`config.mk`:
```
export PLATFORM = sky130hd
export DESIGN_NAME = step_atten_ctrl
export DESIGN_NICKNAME = d
export VERILOG_FILES = /design/src/step_atten_pkg.sv /design/src/pin_sync.sv /design/src/step_atten_ctrl.sv
export VERILOG_INCLUDE_DIRS = /design/src /design/src/src
export SDC_FILE = /design/constraint.sdc
export NUM_CORES = 1
export LEC_CHECK = 0
export ABC_CLOCK_PERIOD_IN_PS = 3900
export CORE_ASPECT_RATIO = 1.1
export CORE_UTILIZATION = 40
export DETAILED_ROUTE_END_ITERATION = 16
export DONT_BUFFER_PORTS = 1
export GPL_TIMING_DRIVEN = 0
export PLACE_DENSITY = 0.51
export SLEW_MARGIN = 10
export SYNTH_ARGS = -nofsm -noshare
export SYNTH_HDL_FRONTEND = slang
export SYNTH_HIERARCHICAL = 1
export SYNTH_SLANG_ARGS = --single-unit
```
`constraint.sdc`:
```
create_clock -name CLK_SYS_I -period 3.9 [get_ports CLK_SYS_I]
set_input_delay 0.585 -clock CLK_SYS_I [delete_from_list [all_inputs] [get_ports CLK_SYS_I]]
set_output_delay 0.585 -clock CLK_SYS_I [all_outputs]
set_load 0.02 [all_outputs]
```
`src/step_atten_consts.svh`:
```
`ifndef STEP_ATTEN_CONSTS_SVH
`define STEP_ATTEN_CONSTS_SVH

`define SYNC_STAGES        2
`define LOAD_CNT_W         16
`define AXI_ADDR_W         4

`define REG_CTRL_OFS       4'h0
`define REG_STATUS_OFS     4'h4
`define REG_LOAD_COUNT_OFS 4'h8

`define CTRL_CNT_CLEAR_BIT 0
`define CTRL_PRESET_BIT    1

`define STAT_FINE_LSB      0
`define STAT_COARSE_LSB    4
`define STAT_OVR_BIT       8
`define STAT_HPF_BIT       9
`define STAT_LOCAL_BIT     10
`define STAT_PHASE_LSB     11

`define COARSE_RESET       4'he
`define OVR_RESET          1'b0
`define FINE_RESET         4'h0

`define RESP_OKAY          2'h0
`define RESP_SLVERR        2'h2

`endif

```
`src/step_atten_pkg.sv`:
```
`include "step_atten_consts.svh"

package step_atten_pkg;

	typedef enum logic [1:0] {
		PH_FINE   = 2'b00,
		PH_COARSE = 2'b01,
		PH_OVR    = 2'b10
	} load_phase_t;

	typedef struct packed {
		logic [3:0]             fine_reg;
		logic [3:0]             coarse_reg;
		logic                   ovr_reg;
		load_phase_t            phase_reg;
		logic                   strb_d_reg;
		logic                   rst_d_reg;
		logic [`LOAD_CNT_W-1:0] load_cnt_reg;
		logic [3:0]             fine_o_reg;
		logic [3:0]             coarse_o_reg;
		logic [3:0]             drive_o_reg;
		logic                   ovr_o_reg;
		logic                   hpf_o_reg;
		logic                   awready_reg;
		logic [`AXI_ADDR_W-1:0] aw_addr_reg;
		logic                   wready_reg;
		logic [31:0]            w_data_reg;
		logic                   w_lane0_reg;
		logic                   bvalid_reg;
		logic [1:0]             bresp_reg;
		logic                   arready_reg;
		logic                   rvalid_reg;
		logic [31:0]            rdata_reg;
		logic [1:0]             rresp_reg;
	} ctrl_state_t;

endpackage

```
`src/pin_sync.sv`:
```
`timescale 1ns/1ns
`default_nettype none

module pin_sync #(
	parameter int WIDTH = 1
) (
	// Clock and reset
	input  wire logic             clk_i,
	input  wire logic             rstn_i,
	input  wire logic             ce_i,
	// Pins
	input  wire logic [WIDTH-1:0] async_i,
	output logic      [WIDTH-1:0] sync_o
);

	typedef struct packed {
		logic [WIDTH-1:0] first_reg;
		logic [WIDTH-1:0] second_reg;
	} sync_state_t;

	sync_state_t r_reg;
	sync_state_t r_next;

	// First stage feeds only the second stage
	always_comb begin
		r_next            = r_reg;
		r_next.first_reg  = async_i;
		r_next.second_reg = r_reg.first_reg;
	end

	always_ff @(posedge clk_i or negedge rstn_i) begin
		if (!rstn_i) begin
			r_reg <= '0;
		end else if (ce_i) begin
			r_reg <= r_next;
		end
	end

	assign sync_o = r_reg.second_reg;

endmodule // pin_sync

`default_nettype wire

```
`src/step_atten_ctrl.sv`:
```
`timescale 1ns/1ns
`default_nettype none

`include "step_atten_consts.svh"

module step_atten_ctrl (
	// Clock, reset, enable
	input  wire logic                   CLK_SYS_I,
	input  wire logic                   RSTN_I,
	input  wire logic                   CE_I,
	// Mode and host strobes
	input  wire logic                   LOCAL_REMOTE_SELECT_I,
	input  wire logic                   ATTEN_LOAD_STROBE_I,
	input  wire logic                   REMOTE_RESET_N_I,
	// Host program data
	input  wire logic                   PROG_DATA_WEIGHT_ONE_I,
	input  wire logic                   PROG_DATA_WEIGHT_TWO_I,
	input  wire logic                   PROG_DATA_WEIGHT_FOUR_I,
	input  wire logic                   PROG_DATA_WEIGHT_EIGHT_I,
	// Front-panel range switch
	input  wire logic [3:0]             RANGE_CODE_I,
	input  wire logic                   RANGE_OVERRANGE_I,
	// Host frequency digits
	input  wire logic [3:0]             FREQ_DIGIT_100M_I,
	input  wire logic [3:0]             FREQ_DIGIT_1G_I,
	// Coarse selections
	output logic                        COARSE_SEL_TEN_O,
	output logic                        COARSE_SEL_TWENTY_O,
	output logic                        COARSE_SEL_FORTY_O,
	output logic                        COARSE_SEL_EIGHTY_O,
	output logic                        OVERRANGE_SEL_O,
	// Fine selections
	output logic                        FINE_SEL_ONE_O,
	output logic                        FINE_SEL_TWO_O,
	output logic                        FINE_SEL_FOUR_O,
	output logic                        FINE_SEL_EIGHT_O,
	// Relay drives and filter
	output logic                        COARSE_DRIVE_TEN_O,
	output logic                        COARSE_DRIVE_TWENTY_O,
	output logic                        COARSE_DRIVE_FORTY_O,
	output logic                        COARSE_DRIVE_EIGHTY_O,
	output logic                        HPF_ENABLE_O,
	// AXI4-Lite write
	input  wire logic [`AXI_ADDR_W-1:0] AWADDR_I,
	input  wire logic                   AWVALID_I,
	output logic                        AWREADY_O,
	input  wire logic [31:0]            WDATA_I,
	input  wire logic [3:0]             WSTRB_I,
	input  wire logic                   WVALID_I,
	output logic                        WREADY_O,
	output logic [1:0]                  BRESP_O,
	output logic                        BVALID_O,
	input  wire logic                   BREADY_I,
	// AXI4-Lite read
	input  wire logic [`AXI_ADDR_W-1:0] ARADDR_I,
	input  wire logic                   ARVALID_I,
	output logic                        ARREADY_O,
	output logic [31:0]                 RDATA_O,
	output logic [1:0]                  RRESP_O,
	output logic                        RVALID_O,
	input  wire logic                   RREADY_I
);

	import step_atten_pkg::*;

	////////////////////////////////////////////////////////////////////////////////
	// Pin synchronisers

	localparam int PIN_W = 20;

	logic [PIN_W-1:0] pins_async;
	logic [PIN_W-1:0] pins_sync;
	logic             local_mode;
	logic             strobe_s;
	logic             rst_n_s;
	logic [3:0]       prog_data;
	logic [3:0]       range_code;
	logic             range_ovr;
	logic [3:0]       digit_100m;
	logic [3:0]       digit_1g;

	assign pins_async = {LOCAL_REMOTE_SELECT_I, ATTEN_LOAD_STROBE_I, REMOTE_RESET_N_I,
		PROG_DATA_WEIGHT_EIGHT_I, PROG_DATA_WEIGHT_FOUR_I, PROG_DATA_WEIGHT_TWO_I,
		PROG_DATA_WEIGHT_ONE_I, RANGE_CODE_I, RANGE_OVERRANGE_I, FREQ_DIGIT_100M_I,
		FREQ_DIGIT_1G_I};

	pin_sync #(
		.WIDTH (PIN_W)
	) u_pin_sync (
		.clk_i   (CLK_SYS_I),
		.rstn_i  (RSTN_I),
		.ce_i    (CE_I),
		.async_i (pins_async),
		.sync_o  (pins_sync)
	);

	assign {local_mode, strobe_s, rst_n_s, prog_data, range_code, range_ovr,
		digit_100m, digit_1g} = pins_sync;

	////////////////////////////////////////////////////////////////////////////////
	// State

	ctrl_state_t r_reg;
	ctrl_state_t r_next;

	logic        strobe_rise;
	logic        reset_fall;
	logic        soft_preset;
	logic        cnt_clear;
	logic        loaded;
	logic [31:0] status_word;

	always_comb begin
		r_next      = r_reg;
		soft_preset = 1'b0;
		cnt_clear   = 1'b0;
		loaded      = 1'b0;

		// Edges are taken from settled copies only
		strobe_rise       = strobe_s & ~r_reg.strb_d_reg;
		reset_fall        = r_reg.rst_d_reg & ~rst_n_s;
		r_next.strb_d_reg = strobe_s;
		r_next.rst_d_reg  = rst_n_s;

		// Write channel: address and data accepted in either order
		if (AWVALID_I && r_reg.awready_reg) begin
			r_next.awready_reg = 1'b0;
			r_next.aw_addr_reg = AWADDR_I;
		end
		if (WVALID_I && r_reg.wready_reg) begin
			r_next.wready_reg  = 1'b0;
			r_next.w_data_reg  = WDATA_I;
			r_next.w_lane0_reg = WSTRB_I[0];
		end
		if (!r_reg.awready_reg && !r_reg.wready_reg && !r_reg.bvalid_reg) begin
			r_next.awready_reg = 1'b1;
			r_next.wready_reg  = 1'b1;
			r_next.bvalid_reg  = 1'b1;
			r_next.bresp_reg   = `RESP_SLVERR;
			unique case (r_reg.aw_addr_reg)
				`REG_CTRL_OFS: begin
					r_next.bresp_reg = `RESP_OKAY;
					if (r_reg.w_lane0_reg) begin
						cnt_clear   = r_reg.w_data_reg[`CTRL_CNT_CLEAR_BIT];
						soft_preset = r_reg.w_data_reg[`CTRL_PRESET_BIT];
					end
				end
				`REG_STATUS_OFS, `REG_LOAD_COUNT_OFS: begin
					r_next.bresp_reg = `RESP_OKAY;
				end
				default: begin
					r_next.bresp_reg = `RESP_SLVERR;
				end
			endcase
		end
		if (r_reg.bvalid_reg && BREADY_I) begin
			r_next.bvalid_reg = 1'b0;
		end

		// Remote storage: changes only on preset, host reset or a strobe
		if (reset_fall || soft_preset) begin
			r_next.coarse_reg = `COARSE_RESET;
			r_next.ovr_reg    = `OVR_RESET;
			r_next.phase_reg  = PH_FINE;
		end else if (!local_mode && strobe_rise) begin
			// Three strobes per setting: fine, then coarse, then overrange
			loaded = 1'b1;
			unique case (r_reg.phase_reg)
				PH_FINE: begin
					r_next.fine_reg  = prog_data;
					r_next.phase_reg = PH_COARSE;
				end
				PH_COARSE: begin
					r_next.coarse_reg = prog_data;
					r_next.phase_reg  = PH_OVR;
				end
				PH_OVR: begin
					r_next.ovr_reg   = prog_data[0];
					r_next.phase_reg = PH_FINE;
				end
				default: begin
					r_next.phase_reg = PH_FINE;
				end
			endcase
		end

		// A load in the clearing cycle still counts
		if (cnt_clear) begin
			r_next.load_cnt_reg = '0;
		end
		if (loaded) begin
			r_next.load_cnt_reg = r_next.load_cnt_reg + 1'b1;
		end

		// Output selection, high inserts a step
		if (local_mode) begin
			r_next.coarse_o_reg = range_code;
			r_next.ovr_o_reg    = range_ovr;
			r_next.fine_o_reg   = `FINE_RESET;
		end else begin
			r_next.coarse_o_reg = r_next.coarse_reg;
			r_next.ovr_o_reg    = r_next.ovr_reg;
			r_next.fine_o_reg   = r_next.fine_reg;
		end
		r_next.drive_o_reg = r_next.coarse_o_reg;
		// Only two digits are seen, so the threshold falls at the 100 MHz digit
		r_next.hpf_o_reg = (digit_1g != 4'h0) || (digit_100m != 4'h0);

		// Read channel
		status_word = '0;
		status_word[`STAT_FINE_LSB +: 4]   = r_reg.fine_o_reg;
		status_word[`STAT_COARSE_LSB +: 4] = r_reg.coarse_o_reg;
		status_word[`STAT_OVR_BIT]         = r_reg.ovr_o_reg;
		status_word[`STAT_HPF_BIT]         = r_reg.hpf_o_reg;
		status_word[`STAT_LOCAL_BIT]       = local_mode;
		status_word[`STAT_PHASE_LSB +: 2]  = r_reg.phase_reg;
		if (ARVALID_I && r_reg.arready_reg) begin
			r_next.arready_reg = 1'b0;
			r_next.rvalid_reg  = 1'b1;
			r_next.rresp_reg   = `RESP_OKAY;
			unique case (ARADDR_I)
				`REG_CTRL_OFS:       r_next.rdata_reg = '0;
				`REG_STATUS_OFS:     r_next.rdata_reg = status_word;
				`REG_LOAD_COUNT_OFS: r_next.rdata_reg = {{(32-`LOAD_CNT_W){1'b0}},
					r_reg.load_cnt_reg};
				default: begin
					r_next.rdata_reg = '0;
					r_next.rresp_reg = `RESP_SLVERR;
				end
			endcase
		end
		if (r_reg.rvalid_reg && RREADY_I) begin
			r_next.rvalid_reg  = 1'b0;
			r_next.arready_reg = 1'b1;
		end
	end

	always_ff @(posedge CLK_SYS_I or negedge RSTN_I) begin
		if (!RSTN_I) begin
			r_reg             <= '0;
			r_reg.coarse_reg  <= `COARSE_RESET;
			r_reg.ovr_reg     <= `OVR_RESET;
			r_reg.fine_reg    <= `FINE_RESET;
			r_reg.phase_reg   <= PH_FINE;
			// Edge history starts low like the cleared synchroniser: no false reset edge
			r_reg.awready_reg <= 1'b1;
			r_reg.wready_reg  <= 1'b1;
			r_reg.arready_reg <= 1'b1;
		end else if (CE_I) begin
			r_reg <= r_next;
		end
	end

	////////////////////////////////////////////////////////////////////////////////
	// Outputs

	assign {COARSE_SEL_EIGHTY_O, COARSE_SEL_FORTY_O, COARSE_SEL_TWENTY_O,
		COARSE_SEL_TEN_O} = r_reg.coarse_o_reg;
	assign OVERRANGE_SEL_O = r_reg.ovr_o_reg;
	assign {FINE_SEL_EIGHT_O, FINE_SEL_FOUR_O, FINE_SEL_TWO_O, FINE_SEL_ONE_O} = r_reg.fine_o_reg;
	assign {COARSE_DRIVE_EIGHTY_O, COARSE_DRIVE_FORTY_O, COARSE_DRIVE_TWENTY_O,
		COARSE_DRIVE_TEN_O} = r_reg.drive_o_reg;
	assign HPF_ENABLE_O = r_reg.hpf_o_reg;
	assign AWREADY_O    = r_reg.awready_reg;
	assign WREADY_O     = r_reg.wready_reg;
	assign BVALID_O     = r_reg.bvalid_reg;
	assign BRESP_O      = r_reg.bresp_reg;
	assign ARREADY_O    = r_reg.arready_reg;
	assign RVALID_O     = r_reg.rvalid_reg;
	assign RDATA_O      = r_reg.rdata_reg;
	assign RRESP_O      = r_reg.rresp_reg;

endmodule // step_atten_ctrl

`default_nettype wire

```
==> impl_metrics.toml <==
[detailed_routing]
drc = 0
firstDrtPassIters = 4
drt_first_iter_violations = 135
drt-total-wl_um = 11000
vias_per_cell = 5.24
ant_nets = 0
vias = 3361
wl_per_cell_um = 17.2

[finish]
postLayoutCellArea_um2 = 5780
final_common_cell = "dfrtp_1"
drive_gt1_frac = 0.283
diodes = 0
largest_register_ff_count = 36
nets = 552
multiInputGateArea_um2 = 2060
fillCellCount = 1204
syn2layout_area_growth_pct = 11.9
regArea_um2 = 2740
layout_common_cells = "dfrtp_1, mux2_2, nand2_1"

[power_and_ir_drop]
vdd_ir_drop_max_mv = 0.278
p_sw_frac = 0.292
p_switching_w = 0.000901
p_leak_nw = 2.51
powerDensity_nw_per_um2 = 533
p_clk_frac = 0.325
internal-power_w = 0.00218
p_seq_frac = 0.504
p_comb_frac = 0.171

[clock_tree]
clock-root-buffer = "clkbuf_16"
post_cts_buffers = 0
cts-buffers-inserted = 9
numClockSinks = 109
cts_tree = "built"
clk_latency_ns = 0.35
clk_pin_slew_ns = 0.07
htree_levels = 3
cts_max_path_buffers = 2

[sta]
worst_pin_slew_ns = 1.17
rsz0062_at_grt = "false"
fmax_mhz = 336
finalHoldViolCount = 0
layout_worst_path_cycle_share = 0.763
hold_ws_ns = 0.0731
setup-violations-final = 0
finalSetupTns_ns = 0
final_max_slew_viol_count = 0
max_slew_margin = 0.209
finClkSkew_ns = 0.00722
min_period_ns = 2.98

[worst_setup_path]
critPathCaptureType = "register"
worstPathArrival_ns = 3.26
r2r_cells = 11
reg2reg_to = "r_reg[104]"
cp.required_ns = 4.19
worstReg2RegStart = "WREADY_O"
r2r_setup_slack_ns = 0.92
start_kind = "register"
worstPathMaxFanout = 10
path_class = "reg2reg"

[logic_synthesis]
netlist_instances = 450
seq_area_frac_synth = 0.529
synth_top_area_cell = "dfrtp_1"
yosys_warnings = 6
synth_area_leaders = "dfrtp_1, mux2_2, buf_4"
netlist.area_leader.share = 0.499
synth_cell_types = 54
ys.flop_type = "dfrtp_1"
yosys_register_bits = 109
syn_avg_cell_area_um2 = 11.5
synth_area_um2 = 5170
async_flop_share = 1.00
synth_edf_count = 0

[die]
die_x_um = 110
die_h_um = 121
die_area_um2 = 13400
coreArea_um2 = 12600
io_pins = 127
initial_core_util = 0.410
placementRows = 43

[placed_design]
globalplace.congestion = 0.881
dpl_cell_area_um2 = 5430
hpwl_um = 7880
io_buffers = 0

[global_routing]
grt.overflow.total = 0
antenna_found_initial = 0
grtUsageTotal = 0.183
grt_max_degree = 104
grt_pass1_vias = 3410
grt_pass1_wl_um = 18200

[run]
drv_cap = 0

[run_status]
outcome = "complete, no violations"

[worst_hold_path]
min_path_type = "in2async"
## through the flow
step	utilization	cells	worst slack, ns	power, W
2_1_floorplan	-	467	1.40	0.00194
3_3_place_gp	0.431	624	1.01	0.00206
3_5_place_dp	0.431	624	0.944	0.00208
4_1_cts	0.459	641	0.927	0.00312
5_1_grt	0.459	641	0.745	0.00325
6_report	0.459	641	0.924	0.00308
## synth_stat cells (all sizes together), types with 2 or more instances
cell type and n:
o211ai 5, or4 3, nand3b 3, a21oi 12
a22o 3, nor2 13, nand4 2, o21a 2
nor3 3, clkbuf 14, mux2 55, a41oi 2
nor4 4, inv 5, o21ai 31, and3 6
dfrtp 103, nand3 18, o31ai 6, a22oi 13
a211oi 2, mux2i 7, nand2 43, nor4b 3
buf 47, o311ai 4, a31oi 6, o2bb2ai 4
dfstp 6, nand2b 3, o41ai 3, a21o 4
nor2b 2, and2 5
## worst max path at each step
| stage | slack (ns) | depth (start not counted) | end | from |
|---|---|---|---|---|
| after floorplan | 1.40 | 11 | r_reg[104] | WREADY_O |
| after global placement | 1.01 | 11 | r_reg[106] | WREADY_O |
| after detailed placement | 0.94 | 11 | r_reg[104] | WREADY_O |
| after CTS | 0.93 | 11 | r_reg[104] | WREADY_O |
| after global routing | 0.74 | 11 | r_reg[104] | WREADY_O |
| final | 0.92 | 11 | r_reg[104] | WREADY_O |
## cell type report
class,instances,share of cell area
clock buffer,13,0.0450
timing repair buffer,1,0.00476
buffer,61,0.0725
inverter,5,0.00325
clock inverter,3,0.0117
sequential,109,0.473
multi-input combinational,292,0.356
tap,157,0.0340
## power by group through the flow
stage	sequential, W	clock, W	combinational, W
after global placement	0.00157	0	0.000495
after floorplan	0.00151	0	0.000436
after CTS	0.00155	0.00103	0.000534
after global routing	0.00158	0.00108	0.000585
final	0.00155	0.00100	0.000528
after detailed placement	0.00158	0	0.000507
## repair_timing
item	4_1_cts	5_1_grt
hold buffers	1	0
hold endpoints to repair	103	0
resized for setup	0	0
## logic make-up (layout without fill, tap and decap cells)
logic type	Yosys count	count (layout)	synth area share
DFF	109	109	0.529
buffers and inverters	66	83	0.0847
muxes	62	62	0.133
and+or+nand+nor	112	112	0.115
other	1	18	0.000726
adders and majority gates	1	1	0.00242
AOI/OAI and AO/OA	99	99	0.135
## metal layers
| metal | vias up | track usage | routed length (um) |
|---|---|---|---|
| met5 | - | 0 | 0 |
| met4 | 0 | 0.0641 | 155 |
| met3 | 10 | 0.0451 | 585 |
| met2 | 74 | 0.300 | 5480 |
| met1 | 1635 | 0.234 | 4810 |
| li1 | 1642 | - | - |
## critical path: stages (launching register included)
cell and delay (ns):
dfstp_2 0.64, nor4_1 0.12, nand3_1 0.15, clkbuf_1 0.39, nand2_1 0.16, inv_1 0.08
ha_1 0.23, nand2_1 0.09, nor3_2 0.27, nand3_1 0.23, or4_1 0.45, nand3_1 0.10
Power figures use the tool's default switching activity.
